File: src/tpsoc_pkg.sv
`default_nettype none
package tpsoc_pkg;
   localparam int ADDR_W = 16;
   localparam int DATA_W = 8;
   localparam int CNT_W = 8;

   localparam logic [ADDR_W-1:0] CH0_ADDR = 16'hFFB2;
   localparam logic [ADDR_W-1:0] CH1_ADDR = 16'hFFB3;
   localparam logic [ADDR_W-1:0] EVT_ADDR = 16'hFFC0;
   localparam logic [ADDR_W-1:0] MASK_ADDR = 16'hFFC1;

   localparam int FLAG_LSB = 5;
   localparam int TRIG_BIT = 4;
   localparam int ACT_A_LSB = 0;
   localparam int ACT_B_LSB = 2;

   localparam logic [CNT_W-1:0] CNT_TOP = 8'hFF;
   localparam logic [CNT_W-1:0] CNT_ZERO = 8'h00;

   localparam logic CH1_RSVD_VAL = 1'b1;
   localparam logic [4:0] CTL_RST = 5'h00;
   localparam logic [2:0] FLAG_RST = 3'h0;
   localparam logic [5:0] EVT_RST = 6'h00;
   localparam logic [5:0] MASK_RST = 6'h00;
   localparam logic PIN_RST = 1'b0;

   typedef enum logic [1:0] {
      TPSOC_KEEP = 2'b00,
      TPSOC_LOW = 2'b01,
      TPSOC_HIGH = 2'b10,
      TPSOC_TOGGLE = 2'b11
   } tpsoc_act_t;

   // Bit order matches status bits 7:5
   typedef struct packed {
      logic b;
      logic a;
      logic wrap;
   } tpsoc_evt_t;

   typedef struct packed {
      logic b;
      logic a;
   } tpsoc_mt_t;

   typedef struct packed {
      logic eq_a;
      logic eq_b;
      logic at_top;
   } tpsoc_det_t;

   typedef struct packed {
      logic pin;
   } tpsoc_pin_t;

   typedef struct packed {
      logic [1:0][4:0] ctl;
      tpsoc_evt_t [1:0] flag;
      tpsoc_evt_t [1:0] arm;
      logic [5:0] evt;
      logic [5:0] mask;
      logic [DATA_W-1:0] rdata;
      tpsoc_evt_t [1:0] irq;
      logic conv;
      logic int_l;
   } tpsoc_top_t;

   localparam tpsoc_det_t DET_RST = '0;
endpackage
`default_nettype wire

File: src/tpsoc_detect.sv
`timescale 1ns/1ns
`default_nettype none
module tpsoc_detect (
   input wire logic sys_clk_in, // System clock
   input wire logic rstn_in, // Sync reset, active low
   input wire logic [7:0] byte_counter_in, // Channel counter
   input wire logic [7:0] compare_constant_a_in, // Compare constant A
   input wire logic [7:0] compare_constant_b_in, // Compare constant B
   output tpsoc_pkg::tpsoc_evt_t event_out // One-cycle events
);
   import tpsoc_pkg::*;

   tpsoc_det_t s_q;
   tpsoc_det_t s_d;

   always_comb begin
      s_d.eq_a = (byte_counter_in == compare_constant_a_in);
      s_d.eq_b = (byte_counter_in == compare_constant_b_in);
      s_d.at_top = (byte_counter_in == CNT_TOP);
      // Only the first cycle of equality counts, so a stalled counter
      // does not keep re-raising a flag software just cleared
      event_out.a = s_d.eq_a && !s_q.eq_a;
      event_out.b = s_d.eq_b && !s_q.eq_b;
      event_out.wrap = s_q.at_top && (byte_counter_in == CNT_ZERO);
   end

   always_ff @(posedge sys_clk_in) begin
      if (!rstn_in) begin
         s_q <= DET_RST;
      end else begin
         s_q <= s_d;
      end
   end
endmodule
`default_nettype wire

File: src/tpsoc_pin.sv
`timescale 1ns/1ns
`default_nettype none
module tpsoc_pin (
   input wire logic sys_clk_in, // System clock
   input wire logic rstn_in, // Sync reset, active low
   input wire tpsoc_pkg::tpsoc_evt_t event_in, // Match events
   input wire tpsoc_pkg::tpsoc_act_t match_a_action_in, // Action on A
   input wire tpsoc_pkg::tpsoc_act_t match_b_action_in, // Action on B
   output logic pin_out // Compare output pin level
);
   import tpsoc_pkg::*;

   tpsoc_pin_t s_q;
   tpsoc_pin_t s_d;

   function automatic logic apply(input logic cur, input tpsoc_act_t code);
      case (code)
         TPSOC_KEEP: apply = cur;
         TPSOC_LOW: apply = 1'b0;
         TPSOC_HIGH: apply = 1'b1;
         TPSOC_TOGGLE: apply = ~cur;
         default: apply = cur;
      endcase
   endfunction

   always_comb begin
      s_d = s_q;
      // Both at once: A applied first, B on top of it
      if (event_in.a) begin
         s_d.pin = apply(s_d.pin, match_a_action_in);
      end
      if (event_in.b) begin
         s_d.pin = apply(s_d.pin, match_b_action_in);
      end
   end

   always_ff @(posedge sys_clk_in) begin
      if (!rstn_in) begin
         s_q.pin <= PIN_RST;
      end else begin
         s_q <= s_d;
      end
   end

   assign pin_out = s_q.pin;
endmodule
`default_nettype wire

File: src/tpsoc_top.sv
// The address-and-strobe port was chosen for this implementation.
`timescale 1ns/1ns
`default_nettype none
module tpsoc_top (
   input wire logic sys_clk_in, // 250 MHz system clock
   input wire logic rstn_in, // Sync reset, active low
   input wire logic [tpsoc_pkg::ADDR_W-1:0] addr_in, // Register address
   input wire logic [tpsoc_pkg::DATA_W-1:0] wdata_in, // Write data
   input wire logic wr_in, // Write strobe
   input wire logic rd_in, // Read strobe
   output logic [tpsoc_pkg::DATA_W-1:0] rdata_out, // Read data, next cycle
   input wire logic [1:0][7:0] byte_counter_in, // Counters per channel
   input wire logic [1:0][7:0] compare_constant_a_in, // Constants A
   input wire logic [1:0][7:0] compare_constant_b_in, // Constants B
   input wire tpsoc_pkg::tpsoc_evt_t [1:0] irq_enable_in, // Irq enables
   input wire tpsoc_pkg::tpsoc_mt_t [1:0] xfer_clear_in, // Unit clear
   input wire tpsoc_pkg::tpsoc_mt_t [1:0] transfer_irq_select_in, // Sel
   input wire tpsoc_pkg::tpsoc_mt_t [1:0] xfer_count_nz_in, // Count > 0
   output tpsoc_pkg::tpsoc_evt_t [1:0] irq_out, // Per-flag requests
   output logic [1:0] pin_out, // Compare output pins
   output logic conv_start_out, // Conversion start pulse
   output logic int_out // Combined event interrupt
);
   import tpsoc_pkg::*;

   tpsoc_top_t s_q;
   tpsoc_top_t s_d;
   tpsoc_evt_t [1:0] det_evt;
   logic [1:0] wr_ch;
   logic [1:0] rd_ch;
   tpsoc_evt_t [1:0] clr;

   function automatic logic chan_hit(input logic [ADDR_W-1:0] a,
                                     input logic ch);
      chan_hit = (a == (ch ? CH1_ADDR : CH0_ADDR));
   endfunction

   function automatic logic [DATA_W-1:0] status_byte(input tpsoc_evt_t f,
                                                     input logic [4:0] c,
                                                     input logic ch);
      status_byte = {f, (ch ? CH1_RSVD_VAL : c[TRIG_BIT]), c[3:0]};
   endfunction

   genvar g;
   generate
      for (g = 0; g < 2; g++) begin : g_ch
         tpsoc_detect u_det (
            .sys_clk_in(sys_clk_in),
            .rstn_in(rstn_in),
            .byte_counter_in(byte_counter_in[g]),
            .compare_constant_a_in(compare_constant_a_in[g]),
            .compare_constant_b_in(compare_constant_b_in[g]),
            .event_out(det_evt[g])
         );
         tpsoc_pin u_pin (
            .sys_clk_in(sys_clk_in),
            .rstn_in(rstn_in),
            .event_in(det_evt[g]),
            .match_a_action_in(tpsoc_act_t'(s_q.ctl[g][ACT_A_LSB+:2])),
            .match_b_action_in(tpsoc_act_t'(s_q.ctl[g][ACT_B_LSB+:2])),
            .pin_out(pin_out[g])
         );
      end
   endgenerate

   always_comb begin
      s_d = s_q;
      wr_ch = '0;
      rd_ch = '0;
      clr = '0;
      s_d.rdata = '0;
      for (int ch = 0; ch < 2; ch++) begin
         wr_ch[ch] = wr_in && chan_hit(addr_in, ch[0]);
         rd_ch[ch] = rd_in && chan_hit(addr_in, ch[0]);
         // Only bits seen as one by an earlier read may be cleared by a write
         if (wr_ch[ch]) begin
            clr[ch] = ~wdata_in[FLAG_LSB+:3] & s_q.arm[ch];
         end
         if (xfer_clear_in[ch].a && !transfer_irq_select_in[ch].a &&
             xfer_count_nz_in[ch].a) begin
            clr[ch].a = 1'b1;
         end
         if (xfer_clear_in[ch].b && !transfer_irq_select_in[ch].b &&
             xfer_count_nz_in[ch].b) begin
            clr[ch].b = 1'b1;
         end
         // New event wins over a clear in the same cycle
         s_d.flag[ch] = det_evt[ch] | (s_q.flag[ch] & ~clr[ch]);
         if (wr_ch[ch]) begin
            s_d.arm[ch] = '0;
            s_d.ctl[ch][3:0] = wdata_in[3:0];
            if (ch == 0) begin
               s_d.ctl[ch][TRIG_BIT] = wdata_in[TRIG_BIT];
            end
         end else if (rd_ch[ch]) begin
            s_d.arm[ch] = s_q.arm[ch] | s_q.flag[ch];
            s_d.rdata = status_byte(s_q.flag[ch], s_q.ctl[ch], ch[0]);
         end
         // A flag cleared by other means needs a fresh read
         s_d.arm[ch] = s_d.arm[ch] & s_d.flag[ch];
         s_d.irq[ch] = s_d.flag[ch] & irq_enable_in[ch];
      end

      s_d.conv = det_evt[0].a && s_q.ctl[0][TRIG_BIT];

      if (wr_in && addr_in == EVT_ADDR) begin
         s_d.evt = s_q.evt & ~wdata_in[5:0];
      end
      if (wr_in && addr_in == MASK_ADDR) begin
         s_d.mask = wdata_in[5:0];
      end
      s_d.evt = s_d.evt | {det_evt[1], det_evt[0]};
      if (rd_in && addr_in == EVT_ADDR) begin
         s_d.rdata = {2'b00, s_q.evt};
      end
      if (rd_in && addr_in == MASK_ADDR) begin
         s_d.rdata = {2'b00, s_q.mask};
      end
      s_d.int_l = |(s_d.evt & s_d.mask);
   end

   always_ff @(posedge sys_clk_in) begin
      if (!rstn_in) begin
         s_q.ctl <= {CTL_RST, CTL_RST};
         s_q.flag <= {FLAG_RST, FLAG_RST};
         s_q.arm <= {FLAG_RST, FLAG_RST};
         s_q.evt <= EVT_RST;
         s_q.mask <= MASK_RST;
         s_q.rdata <= '0;
         s_q.irq <= {FLAG_RST, FLAG_RST};
         s_q.conv <= 1'b0;
         s_q.int_l <= 1'b0;
      end else begin
         s_q <= s_d;
      end
   end

   assign rdata_out = s_q.rdata;
   assign irq_out = s_q.irq;
   // Converter side decides whether to honour this pulse
   assign conv_start_out = s_q.conv;
   assign int_out = s_q.int_l;
endmodule
`default_nettype wire

File: config.mk
export PLATFORM = sky130hd
export DESIGN_NAME = tpsoc_top
export DESIGN_NICKNAME = d
export VERILOG_FILES = /design/src/tpsoc_pkg.sv /design/src/tpsoc_detect.sv /design/src/tpsoc_pin.sv /design/src/tpsoc_top.sv
export SDC_FILE = /design/constraint.sdc
export NUM_CORES = 1
export LEC_CHECK = 0
export ABC_CLOCK_PERIOD_IN_PS = 2500
export BUFFER_PORTS_ARGS = -buffer_cell sky130_fd_sc_hd__buf_2
export CORE_ASPECT_RATIO = 1.25
export CORE_MARGIN = 2
export CORE_UTILIZATION = 32
export DETAILED_ROUTE_END_ITERATION = 10
export PLACE_DENSITY_LB_ADDON = 0.15
export REMOVE_ABC_BUFFERS = 1
export SYNTH_ARGS = -nofsm -noshare
export SYNTH_HDL_FRONTEND = slang
export SYNTH_HIERARCHICAL = 1
export SYNTH_SLANG_ARGS = --single-unit
File: constraint.sdc
create_clock -name sys_clk_in -period 2.5 [get_ports sys_clk_in]
set_clock_uncertainty 0.15 [all_clocks]
set_input_delay 0.5 -clock sys_clk_in [delete_from_list [all_inputs] [get_ports sys_clk_in]]
set_output_delay 0.5 -clock sys_clk_in [all_outputs]
set_load 0.005 [all_outputs]
==> results.txt <==
* Wire length of the first global-routing pass: between 10000 and 15000 um
- Sum of negative setup slack: 0 ps
* Area added between synthesis and finish: 31.6%
- Starting density of the core: 0.329
* CTS root buffer: clkbuf_8
* CTS-repair resized insts: 0
- After detailed placement, the total cell area comes to around 3500 sq um.
- Library cell with the highest instance count after synthesis: dfxtp_1
- In the synthesized netlist the async set-or-reset flop fraction comes to 0.
* Placed insts: around 550
* Post-layout power: between 2 and 2.5 mW
* Number of placement rows: 38
- I/O pin count: around 110
- TritonCTS built the clock tree.
* Endpoint class of the critical path: flip-flop
* Y dimension of the die: approximately 110 um
- Once routing completed, OpenROAD measured the worst setup slack at around 560 ps.
* Remaining max-slew budget at the tightest pin: 0.594
* Synthesized area divided by synthesized cell count: 8.73 sq um
- Post-detailed-routing wire length: ~7900 um
- Reg clk slew, reported paths: around 70 ps
- At the later pin of the worst-skew pair, clock insertion delay measures approximately 350 ps.
- H-tree lvl count: 3
* Floorplan die area: between 9000 and 10000 sq um
- Cells along the critical path: buf_2, nand4bb_4, nor3_4, buf_4, nand4_4, mux2i_1, o22ai_1, o31a_1
* Maximum vdd drop: around 0.21 mV
- Grt total ovfl: 0
* Shortest clock period the worst path allows after layout: 1940 ps
- Ratio of cells with drive above 1 in the final layout: 0.342
- The critical path contains buffers and inverters numbering 2 combined.
- Vias after detailed routing: 2689
- After the last flow step, the layout net total stands at ~540.
- Total standard cell area after synthesis: about 2900 sq um
* Post-detailed-route wirelength per cell: 13.9 um
* Die extent in x: slightly below 90 um
- By count the netlist is led by 57 x dfxtp_1, 45 x nand2_1, 32 x xnor2_1.
- Worst path top cell family by delay: simple AND/OR/NAND/NOR gates
* Simple-gate area share of the yosys netlist: 0.259
- Summed over all nets, the half-perimeter wirelength after detailed placement is slightly above 6000 um.
- Post-route DRC violation count: 0
- By area, the combinational part of the netlist is dominated by simple AND/OR/NAND/NOR gates.
- The final count of hold timing violations was 0.
* Final Hold Slack: 204 ps
- Placeable Area: slightly below 9000 sq um
- Portion of the post-synthesis area used by sequential elements: 0.398
* Required time of the critical path: roughly 2600 ps
- The run finished with clean final reports.
- Post-synthesis cell type count: 40
* Warnings from Yosys: 6
- Prior to clock tree synthesis, the placed netlist has a worst setup slack of between 200 and 250 ps.
- All-layer global routing usage: 0.170
- For the pin with the worst max-slew slack, the measured transition is 608 ps.
* Final cell count without fillers: approximately 570
- EDFF count, synth: 0
- Once layout is done, the placed cells without fillers occupy approximately 3800 sq um.
* Buffer depth of the longest clock path: 2
- After synthesis, the share of cell area in mux cells is 0.0437.
* Setup bufs post-CTS: 0
* Fmax: 515 MHz
* Synthesized-area fraction occupied by adder cells: 0
- Post-Syn Instances: ~330
* Vias in the first global route: ~2600
* Pin count of the biggest net entering global routing: 40
- 0 antenna diodes ended up in the layout.
- The detailed router finished its first iteration with approximately 140 violations.
* Post-synth top area share: 0.398
- Worst path arrival time: around 2000 ps
* Cell leakage power: 1.62 nW
* Xor/xnor share of the synthesized area: 0.0979
* Number of maximum-capacitance constraint violations: 0
- RSZ-0062 raised after global routing: false
- The compound-cell area share of the yosys netlist came to 0.126.
- Hold buffers post-CTS: 0
- STA classifies the critical path startpoint as an input port.
- Final cycle utilization of the critical path: 0.776
- At the end of routability-driven placement, the weighted congestion stood at between 0.7 and 0.8.
- Crit Path Category: in -> reg
- The first detailed-routing pass took 4 iterations.
* Top cells by area, synth: dfxtp_1 40%, xnor2_1 9.8%, nand2_1 5.9%
- The detail route stage leaves a number of antenna-violating nets equal to 0.
- The clock net in this run drives a total of 57 sinks.
* CTS buffer count: 9
* Max-slew violations: 0
* Final setup violation count: 0
* Cell area power density: 563 nW/um^2
- The path class of the tightest hold or removal check is in -> reg.
- Input and output buffers added on the ports amount to between 100 and 150.
- Number of antenna violations at the first check in global routing: 0
- Delay of the slowest cell on the worst path: around 300 ps
- Along the worst path, the maximum fanout reaches 13.
- Post-synthesis cell type with the largest combined area: dfxtp_1
- At the end of the flow the core is filled with cells to 0.433.
- Among all stages on the critical path, the largest delay is contributed by o31a_1.
* DR vias/cell: about 4.7
- The most used flip-flop cell after synthesis is dfxtp_1.
- The synthesized design contains 57 register bits.
## state kept, by name (all words and copies together), names as in the netlist
register            cells
s_q                    33
rdata_out               8
g_ch.u_det/s_q          6
irq_out                 6
g_ch.u_pin/pin_out      2
conv_start_out          1
int_out                 1
## worst paths after layout
| kind | end | from | slack (ps) | cells past startpoint |
|---|---|---|---|---|
| worst max-delay path | int_out | addr_in[2] | 560 | 8 |
| worst min-delay path | irq_out[2] | irq_enable_in[2] | 200 | 3 |
| worst max register to register | s_q[28] | g_ch[0].u_det/s_q[0] | 970 | 4 |
| worst min register to register | s_q[42] | s_q[42] | 340 | 2 |
## cell usage in the layout, fill, tap and decap left out, types with 9 or more instances in the layout
cell / instances
nor2b_1: 14
nor4_1: 13
dfxtp_1: 57
nand2_1: 45
nor2_1: 11
a21oi_1: 13
o21ai_0: 13
clkbuf_8: 11
xnor2_1: 32
buf_2: 111
buf_4: 16
inv_1: 17
a21boi_0: 9
nand4_1: 13
## logic make-up (layout without fill, tap and decap cells)
family | after synthesis | in the layout
AO/OA/AOI/OAI | 57 | 57
XOR/XNOR | 32 | 32
buffers and inverters | 40 | 160
flip-flops | 57 | 57
multiplexers | 12 | 12
AND/OR/NAND/NOR | 130 | 130
## tightest hold or removal path, delay by kind of cell
family,cells,cell delay (ps)
buf+inv,2,130
simple gates,1,30
## where the power goes
group          internal [mW]  switching, mW  total (mW)
Sequential             0.909       0.000800       0.910
Clock                  0.615          0.381       0.996
Combinational          0.110          0.105       0.215
Total                   1.63          0.487        2.12
## layout make-up
cell class	count	area, sq um
Clock buffer	12	155
Clock inverter	4	75.1
Fill cell	925	4930
Inverter	17	63.8
Multi-Input combinational cell	231	1510
Sequential cell	57	1140
Tap cell	120	150
Timing Repair Buffer	127	676
## metal layers
layer | GRT usage | part of all wire | vias up
li1 | - | - | 1378
met1 | 0.194 | 0.43 | 1229
met2 | 0.294 | 0.50 | 71
met3 | 0.0443 | 0.048 | 11
met4 | 0.0736 | 0.020 | 0
met5 | 0 | 0 | -
No activity file was read; power rests on OpenSTA's default activity.
